===== src/rmc_regs.svh =====
// Timing counts and field positions of the regulator mode controller.
`ifndef RMC_REGS_SVH
`define RMC_REGS_SVH
`define RMC_CLK_MHZ 200
`define RMC_SLEEP_DELAY_NS 103000
`define RMC_SLEEP_DELAY_CYC ((`RMC_SLEEP_DELAY_NS * `RMC_CLK_MHZ + 999) / 1000)
`define RMC_PFM_WAIT_CYC 2048
`define RMC_PFM_CNT_W 12
`define RMC_BASE_DIV 100
`define RMC_SYNC_WIN 200
`define RMC_SYNC_W 6
`define RMC_BIT_STANDBY 4
`define RMC_BIT_DMS 5
`define RMC_RESET_STATE RMC_SLEEP
`endif


===== src/rmc_pkg.sv =====
// Types shared by the regulator mode controller.
package rmc_pkg;
   typedef enum logic [2:0] {
      RMC_SLEEP = 3'h1,
      RMC_PWM = 3'h2,
      RMC_PFM = 3'h4
   } rmc_mode_e;
   typedef enum logic [1:0] {
      RMC_DIV_FULL = 2'h0,
      RMC_DIV_HALF = 2'h1,
      RMC_DIV_QUARTER = 2'h3
   } rmc_div_e;
   typedef struct packed {
      logic ssAboveThr;
      logic powerGood;
      logic fbAbove200;
      logic fbAbove400;
   } rmc_cmp_s;
endpackage


===== src/regulator_mode_controller.sv =====
// Sleep, pulse-width and pulse-frequency mode controller with frequency foldback.
`include "rmc_regs.svh"
`timescale 1ns/1ps
`default_nettype none

module regulator_mode_controller
   import rmc_pkg::*;
#(
   parameter int unsigned SLEEP_DELAY_CYC = `RMC_SLEEP_DELAY_CYC,
   parameter int unsigned BASE_DIV = `RMC_BASE_DIV,
   parameter int unsigned SYNC_WIN = `RMC_SYNC_WIN
)
(
   input wire logic core_clk,
   input wire logic reset_n,
   input wire logic standby_ctl_n,
   input wire logic drive_mode_select,
   input wire rmc_cmp_s cmpIn,
   output logic switchEnable,
   output logic switchTick,
   output logic pfmActive,
   output logic syncLocked,
   output var rmc_div_e freqDiv,
   output var rmc_mode_e modeState
);

   localparam int unsigned SLP_W = $clog2(SLEEP_DELAY_CYC + 1);
   localparam int unsigned BASE_W = $clog2(BASE_DIV + 1);
   localparam int unsigned WIN_W = $clog2(SYNC_WIN + 1);

   generate
      if (SLEEP_DELAY_CYC < 1 || BASE_DIV < 4 || SYNC_WIN <= BASE_DIV)
      begin : gBadParam
         $error("regulator_mode_controller: parameter values not supported");
      end
   endgenerate

   logic rstMeta_q;
   logic rstN_q;
   logic [`RMC_SYNC_W-1:0] rawIn;
   logic [`RMC_SYNC_W-1:0] meta_q;
   logic [`RMC_SYNC_W-1:0] sync_q;
   rmc_cmp_s cmpSync;
   logic standbyHigh;
   logic dmsLevel;
   logic dmsPrev_q;
   logic dmsRise;
   logic [WIN_W-1:0] winCnt_q;
   logic [SLP_W-1:0] sleepCnt_q;
   logic sleepDone;
   logic [`RMC_PFM_CNT_W-1:0] pfmCnt_q;
   logic pfmArm;
   logic pfmDone;
   rmc_mode_e state_d;
   logic [BASE_W-1:0] baseCnt_q;
   logic baseTick;
   logic srcTick;
   logic [1:0] presCnt_q;
   // The reset is released through two flip-flops.
   always_ff @(posedge core_clk or negedge reset_n)
   begin
      if (!reset_n)
      begin
         rstMeta_q <= 1'b0;
         rstN_q <= 1'b0;
      end
      else
      begin
         rstMeta_q <= 1'b1;
         rstN_q <= rstMeta_q;
      end
   end

   assign rawIn = {drive_mode_select, standby_ctl_n, cmpIn};

   generate
      for (genvar i = 0; i < `RMC_SYNC_W; i++)
      begin : gSync
         always_ff @(posedge core_clk or negedge rstN_q)
         begin
            if (!rstN_q)
            begin
               meta_q[i] <= 1'b0;
               sync_q[i] <= 1'b0;
            end
            else
            begin
               meta_q[i] <= rawIn[i];
               sync_q[i] <= meta_q[i];
            end
         end
      end
   endgenerate

   assign cmpSync = rmc_cmp_s'(sync_q[3:0]);
   assign standbyHigh = sync_q[`RMC_BIT_STANDBY];
   // Mode select counts only while standby is high.
   assign dmsLevel = sync_q[`RMC_BIT_DMS] & standbyHigh;
   assign dmsRise = dmsLevel & ~dmsPrev_q;
   // A single select rise is a level change; lock needs a second rise inside the window.
   always_ff @(posedge core_clk or negedge rstN_q)
   begin
      if (!rstN_q)
      begin
         dmsPrev_q <= 1'b0;
         winCnt_q <= '0;
         syncLocked <= 1'b0;
      end
      else
      begin
         dmsPrev_q <= dmsLevel;
         if (dmsRise)
         begin
            winCnt_q <= WIN_W'(SYNC_WIN);
            syncLocked <= (winCnt_q != '0);
         end
         else if (winCnt_q != '0)
         begin
            winCnt_q <= winCnt_q - 1'b1;
            syncLocked <= syncLocked & (winCnt_q > WIN_W'(1));
         end
         else
         begin
            syncLocked <= 1'b0;
         end
      end
   end

   // A standby low must persist for the whole delay before sleep is entered.
   assign sleepDone = !standbyHigh && (sleepCnt_q == SLP_W'(SLEEP_DELAY_CYC - 1));

   always_ff @(posedge core_clk or negedge rstN_q)
   begin
      if (!rstN_q)
      begin
         sleepCnt_q <= '0;
      end
      else if (standbyHigh)
      begin
         sleepCnt_q <= '0;
      end
      else if (!sleepDone)
      begin
         sleepCnt_q <= sleepCnt_q + 1'b1;
      end
   end

   // The low-power wait runs only while select is low and both conditions hold.
   assign pfmArm = (modeState == RMC_PWM) && standbyHigh && !dmsLevel
                   && cmpSync.ssAboveThr && cmpSync.powerGood;
   assign pfmDone = pfmArm && (pfmCnt_q == `RMC_PFM_CNT_W'(`RMC_PFM_WAIT_CYC - 1));

   always_ff @(posedge core_clk or negedge rstN_q)
   begin
      if (!rstN_q)
      begin
         pfmCnt_q <= '0;
      end
      else if (!pfmArm || pfmDone)
      begin
         pfmCnt_q <= '0;
      end
      else
      begin
         pfmCnt_q <= pfmCnt_q + 1'b1;
      end
   end

   always_comb
   begin
      state_d = modeState;
      case (modeState)
         RMC_SLEEP:
         begin
            if (standbyHigh)
            begin
               state_d = RMC_PWM;
            end
         end
         RMC_PWM:
         begin
            if (sleepDone)
            begin
               state_d = RMC_SLEEP;
            end
            else if (pfmDone)
            begin
               state_d = RMC_PFM;
            end
         end
         RMC_PFM:
         begin
            if (sleepDone)
            begin
               state_d = RMC_SLEEP;
            end
            else if (dmsLevel)
            begin
               state_d = RMC_PWM;
            end
         end
         default:
         begin
            state_d = `RMC_RESET_STATE;
         end
      endcase
   end

   always_ff @(posedge core_clk or negedge rstN_q)
   begin
      if (!rstN_q)
      begin
         modeState <= `RMC_RESET_STATE;
         switchEnable <= 1'b0;
         pfmActive <= 1'b0;
      end
      else
      begin
         modeState <= state_d;
         switchEnable <= (state_d != RMC_SLEEP);
         pfmActive <= (state_d == RMC_PFM);
      end
   end

   // Foldback divider follows the feedback bands, also covering a shorted output.
   always_ff @(posedge core_clk or negedge rstN_q)
   begin
      if (!rstN_q)
      begin
         freqDiv <= RMC_DIV_QUARTER;
      end
      else if (cmpSync.fbAbove400)
      begin
         freqDiv <= RMC_DIV_FULL;
      end
      else if (cmpSync.fbAbove200)
      begin
         freqDiv <= RMC_DIV_HALF;
      end
      else
      begin
         freqDiv <= RMC_DIV_QUARTER;
      end
   end
   assign baseTick = (baseCnt_q == BASE_W'(BASE_DIV - 1));
   assign srcTick = syncLocked ? dmsRise : baseTick;

   always_ff @(posedge core_clk or negedge rstN_q)
   begin
      if (!rstN_q)
      begin
         baseCnt_q <= '0;
      end
      else if (baseTick)
      begin
         baseCnt_q <= '0;
      end
      else
      begin
         baseCnt_q <= baseCnt_q + 1'b1;
      end
   end

   // The divider code doubles as the last prescaler count of a period.
   always_ff @(posedge core_clk or negedge rstN_q)
   begin
      if (!rstN_q)
      begin
         presCnt_q <= '0;
         switchTick <= 1'b0;
      end
      else
      begin
         switchTick <= (modeState == RMC_PWM) && srcTick
                       && (presCnt_q >= freqDiv);
         if (srcTick)
         begin
            presCnt_q <= (presCnt_q >= freqDiv) ? 2'h0 : presCnt_q + 2'h1;
         end
      end
   end

endmodule // regulator_mode_controller

`default_nettype wire


===== config.mk =====
export PLATFORM = sky130hd
export DESIGN_NAME = regulator_mode_controller
export DESIGN_NICKNAME = d
export VERILOG_FILES = /design/src/rmc_pkg.sv /design/src/regulator_mode_controller.sv
export VERILOG_INCLUDE_DIRS = /design/src
export SDC_FILE = /design/constraint.sdc
export NUM_CORES = 1
export LEC_CHECK = 0
export BUFFER_PORTS_ARGS = -buffer_cell sky130_fd_sc_hd__buf_2
export CAP_MARGIN = 20
export CORE_MARGIN = 4
export CORE_UTILIZATION = 58
export CTS_BUF_LIST = sky130_fd_sc_hd__clkbuf_16
export CTS_CLUSTER_DIAMETER = 120
export CTS_CLUSTER_SIZE = 12
export DETAILED_ROUTE_END_ITERATION = 16
export GPL_ROUTABILITY_DRIVEN = 0
export GPL_TIMING_DRIVEN = 0
export HOLD_SLACK_MARGIN = 0.02
export PLACE_DENSITY_LB_ADDON = 0.12
export SLEW_MARGIN = 10
export SYNTH_ARGS = -nofsm -noshare
export SYNTH_HDL_FRONTEND = slang
export SYNTH_SLANG_ARGS = --single-unit

===== constraint.sdc =====
create_clock -name core_clk -period 5.2 [get_ports core_clk]
set_input_delay 0 -clock core_clk [delete_from_list [all_inputs] [get_ports core_clk]]
set_output_delay 0 -clock core_clk [all_outputs]
set_load 0.005 [all_outputs]

# Yosys cells after proc, flatten, opt, wreduce, memory -nomap -nowiden
# Cells that the tools add are included.
# Widths: inputs -> output; s select.
[classes]
n_addsub = 5
n_lt_le_gt_ge = 2
n_eq_ne = 9
mux = 18
n_bitwise = 4
n_reduce_logical = 14
[op_table]
columns = ["cell", "count"]
rows = [
  ["$mux 15", 2],
  ["$mux 8", 2],
  ["$add 15x1->15 const B", 1],
  ["$eq 15x15->1 const B", 1],
  ["$mux 3", 5],
  ["$add 12x1->12 const B", 1],
  ["$eq 12x11->1 const B", 1],
  ["$mux 12", 1],
  ["$pmux 3 s3", 1],
  ["$gt 8x1->1 const B", 1],
  ["$logic_and 1x1->1", 8],
  ["$reduce_bool 8->1", 1],
  ["$sub 8x1->8 const B", 1],
  ["$add 7x1->7 const B", 1],
  ["$eq 7x7->1 const B", 1],
  ["$mux 7", 1],
  ["$eq 3x3->1 const B", 2],
  ["$mux 2", 3],
  ["$and 1x1->1", 3],
  ["$eq 3x1->1 const B", 1],
  ["$eq 3x2->1 const B", 1],
  ["$logic_not 1->1", 3],
  ["$mux 1", 3],
  ["$ne 3x1->1 const B", 1],
  ["other kinds (6)", 6],
]
[totals]
ff_bits = 68
inputBits = 8

# Logic depth before layout (Yosys ltp)
[depth]
depth_word = 10
ltp_mapped = 6
depth_no_buf = 6

# Least setup slack after synthesis
# OpenSTA, ideal clock, no wires.
[synth_path]
kind = "flip-flop to flip-flop"
startpoint = "register winCnt_q[5]"
endpoint = "register winCnt_q[0]"
setup_time_ns = 0.135
t_arrival_ns = 1.579
required_ns = 5.065
slack_ns = 3.486
path_stages_with_launch = 5
n_path_buf = 0
synth_period_minus_slack_ns = 1.714
path_cell_list = "dfrtp_1 or4_4 or4_4 xnor2_1 nor2_1"
[synth_via]
elab_chain_cells = 2
[synth_lines]
columns = ["item", "line", "rtl"]
rows = [
  ["start, declared", "regulator_mode_controller.sv:48", "logic [WIN_W-1:0] winCnt_q;"],
  ["start signal, assigned", "regulator_mode_controller.sv:114", "winCnt_q <= WIN_W'(SYNC_WIN);"],
  ["start signal, assigned", "regulator_mode_controller.sv:119", "winCnt_q <= winCnt_q - 1'b1;"],
  ["$reduce_bool 8->1", "regulator_mode_controller.sv:117", "else if (winCnt_q != '0)"],
  ["$reduce_bool 2->1 (no line)", "--", ""],
]
# No other way between the ends.
# A chain may end at the register's enable or synchronous reset.

# Worst setup path in the final report
[layout_path]
startpoint = "register pfmCnt_q[0]"
endpoint = "register pfmCnt_q[7]"
[layout_via]
elab_chain_cells = 4
[layout_lines]
columns = ["item", "line", "rtl"]
rows = [
  ["start, declared", "regulator_mode_controller.sv:51", "logic [`RMC_PFM_CNT_W-1:0] pfmCnt_q;"],
  ["start signal, assigned", "regulator_mode_controller.sv:165", "pfmCnt_q <= pfmCnt_q + 1'b1;"],
  ["branches (longest 3 deep; another with $add 12x1->12)", "--", ""],
  ["$mux 12 *", "regulator_mode_controller.sv:159", "else if (!pfmArm || pfmDone)"],
]
# Mark *: on every way between the ends.

==> impl_metrics.env <==
export IMPL_worst_path_buf_inv=0
export IMPL_cts_tree="done"
export IMPL_viasPerCell=5.460
export IMPL_synth_distinct_cells=43
export IMPL_grt_pass1_wl_um=9577
export IMPL_crit_arrival_ns=2.12
export IMPL_fin_nets=332
export IMPL_antenna_found_initial=0
export IMPL_fin_setup_tns_ns=0
export IMPL_post_route_period_util_pct=37.02
export IMPL_seqPwrFrac_pct=48.3
export IMPL_report_final_slew_viol_count=0
export IMPL_design_area_um2=3488
export IMPL_reg2reg_setup_slack_ns=3.28
export IMPL_worst_slew_pin_transition_ns=0.8140
export IMPL_r2r_start="pfmCnt_q[0]"
export IMPL_cp_end_kind="flop"
export IMPL_async_reset_ff_share_pct=100.0
export IMPL_cts_sinks=68
export IMPL_root_buffer="clkbuf_16"
export IMPL_route_detailed_drc=0
export IMPL_numCtsBuffers=9
export IMPL_area_growth_pct=17.04
export IMPL_p_comb_share_pct=12.5
export IMPL_critPathKind="reg2reg"
export IMPL_cp_required_ns=5.40
export IMPL_avgSynthCellArea_um2=10.57
export IMPL_ant_nets=0
export IMPL_hold_viol_final=0
export IMPL_layout_commonest_cell="dfrtp_1"
export IMPL_rsz0062_at_grt="no"
export IMPL_grt_use_total_pct=19.64
export IMPL_synth_edff_count=0
export IMPL_die_area_um2=6350
export IMPL_cts_resized=0
export IMPL_vias=2124
export IMPL_synth_ff_type="dfrtp_1"
export IMPL_die_w_um=79.69
export IMPL_path_depth=5
export IMPL_skew_ns=0.004269
export IMPL_rows=25
export IMPL_clk_latency_ns=0.32
export IMPL_maxCapViolCount=0
export IMPL_wirelength_um=5290
export IMPL_timing_rr_end="pfmCnt_q[7]"
export IMPL_critical_path_max_fanout=9
export IMPL_p_sw_uw=358.1
export IMPL_ff2ff_path_depth=5
export IMPL_drive_above_1_share_pct=12.42
export IMPL_fmax_mhz=519.5
export IMPL_port_buffers=16
export IMPL_period_needed_ns=1.925
export IMPL_h_tree_depth=3
export IMPL_path_cells="ha_1, nand4_1, or4_1, nand2_1, nor2_1"
export IMPL_yosysTopAreaCellShare_pct=54.58
export IMPL_clk_pin_slew_ns=0.05
export IMPL_peakVddDrop_mv=0.3075
export IMPL_yosysWarningCount=0
export IMPL_grt_pass1_vias=2118
export IMPL_io_pins=17
export IMPL_clockBufferDepth=2
export IMPL_dpl_instance_area_um2=3148
export IMPL_status="complete, no violations"
export IMPL_firstDrtPassIters=5
export IMPL_critPathLaunchType="flop"
export IMPL_setup_viol=0
export IMPL_crit_family="simple AND/OR/NAND/NOR gates"
export IMPL_power_density_nw_per_um2=385.0
export IMPL_syn_area_um2=2980
export IMPL_synth_nets=297
export IMPL_p_int_uw=984.9
export IMPL_synth_seq_cells=68
export IMPL_cp_endpoint="pfmCnt_q[7]"
export IMPL_initial_utilization_pct=61.47
export IMPL_coreArea_um2=4848
export IMPL_slowest_stage="or4_1"
export IMPL_relSlewSlack_pct=45.74
export IMPL_diodes=0
export IMPL_hpwl_um=3438
export IMPL_drt_initial_drc_count=65
export IMPL_synth_cells=282
export IMPL_fillCellCount=361
export IMPL_max_stage_delay_ns=0.62
export IMPL_power_frac_clock_pct=39.1
export IMPL_timing_final_ws_setup_ns=3.275
export IMPL_grt_start_max_net_pins=67
export IMPL_p_sw_share_pct=26.66
export IMPL_final_cell_mix="dfrtp_1, nor2_1, nand2_1"
export IMPL_grt_ovfl_total=0
export IMPL_wire_per_inst_um=13.60
export IMPL_ys_top_cells_by_area="dfrtp_1, nor2_1, xnor2_1"
export IMPL_dp_slack_ns=3.272
export IMPL_hold_path_class="in2reg"
export IMPL_synth_seq_area_share_pct=57.22
export IMPL_synth_top_area_cell="dfrtp_1"
export IMPL_die_height_um=79.69
export IMPL_crit_start="pfmCnt_q[0]"
export IMPL_p_leak_uw=0.001493
[area by class of cell]
| type | count | area [µm²] | area share (%) |
|---|---|---|---|
| buffer | 2 | 7.507 | 0.2152 |
| clock buffer | 9 | 225.2 | 6.456 |
| clock inverter | 7 | 35.03 | 1.004 |
| inverter | 13 | 48.80 | 1.399 |
| multi-input combinational | 199 | 1219 | 34.94 |
| sequential | 68 | 1709 | 49.00 |
| tap | 67 | 83.83 | 2.403 |
| timing repair buffer | 24 | 160.2 | 4.591 |
[through the flow]
step | power (µW) | hold WS [ns] | utilization (%) | std cells
final | 1343 | 0.3187 | 71.95 | 389
after global routing | 1415 | 0.3168 | 71.95 | 389
after CTS | 1354 | 0.3076 | 71.95 | 389
after detailed placement | 823.1 | -0.2129 | 64.93 | 365
after global placement | 813.2 | -0.2154 | 64.85 | 365
after floorplan | 767.7 | -0.2956 | - | 282
[what timing repair did]
action                    4_1_cts  5_1_grt
setup buffers                   0        0
hold buffers                    8        0
hold endpoints to repair        8        0
[power by group through the flow]
stage	sequential (µW)	clock (µW)	combinational (µW)
global route	661	560	194
floorplan	642	0	125
global placement	655	0	159
finish	649	525	168
CTS	650	534	171
detailed placement	658	0	165
[state kept, by name, summed over array words and instances, names as in the netlist, 2 cells and up]
| signal | cells |
|---|---|
| sleepCnt_q | 15 |
| baseCnt_q | 7 |
| pfmCnt_q | 12 |
| freqDiv | 2 |
| presCnt_q | 2 |
| winCnt_q | 8 |
| meta_q | 6 |
| cmpSync | 4 |
| modeState | 3 |
[layer usage]
metal / routed length (µm) / GRT usage, %
met3: 189 / 4.176
met5: 0 / 0
met4: 137 / 11.51
met1: 2456 / 25.19
met2: 2507 / 30.63
[how the worst min path moves through the flow]
stage	endpoint	cells after the start	startpoint	slack (ns)
after floorplan	rstMeta_q	0	reset_n	-0.30
after global placement	rstMeta_q	1	reset_n	-0.22
after detailed placement	rstMeta_q	1	reset_n	-0.21
after CTS	meta_q[2]	2	cmpIn[2]	0.31
after global routing	meta_q[5]	2	drive_mode_select	0.32
final	meta_q[2]	2	cmpIn[2]	0.32
[synth_stat cells (all sizes together), types with 2 or more instances]
cell type,number
or4,5
o31ai,2
nor2,44
mux2i,4
xor2,7
and3,3
or2,2
nor4,3
nand4,6
clkbuf,2
nor4bb,2
a21oi,16
dfstp,3
nand3,15
ha,7
nand3b,2
nand2,19
dfrtp,65
nand2b,3
nor3,12
or3b,2
o22ai,2
o21ai,5
or3,6
inv,13
xnor2,18
[cells by family (layout without fill, tap and decap cells)]
| family | count (synthesis) | in the layout | share of synthesized area, % |
|---|---|---|---|
| buffers and inverters | 15 | 55 | 1.889 |
| and+or+nand+nor | 129 | 129 | 22.33 |
| DFF | 68 | 68 | 57.22 |
| muxes | 4 | 4 | 1.343 |
| xor gates and xnor gates | 25 | 25 | 7.347 |
| other | 1 | 1 | 0.1258 |
| adders and majority gates | 7 | 7 | 2.939 |
| AOI/OAI and AO/OA | 33 | 33 | 6.801 |
(Power assumes the default switching activity.)
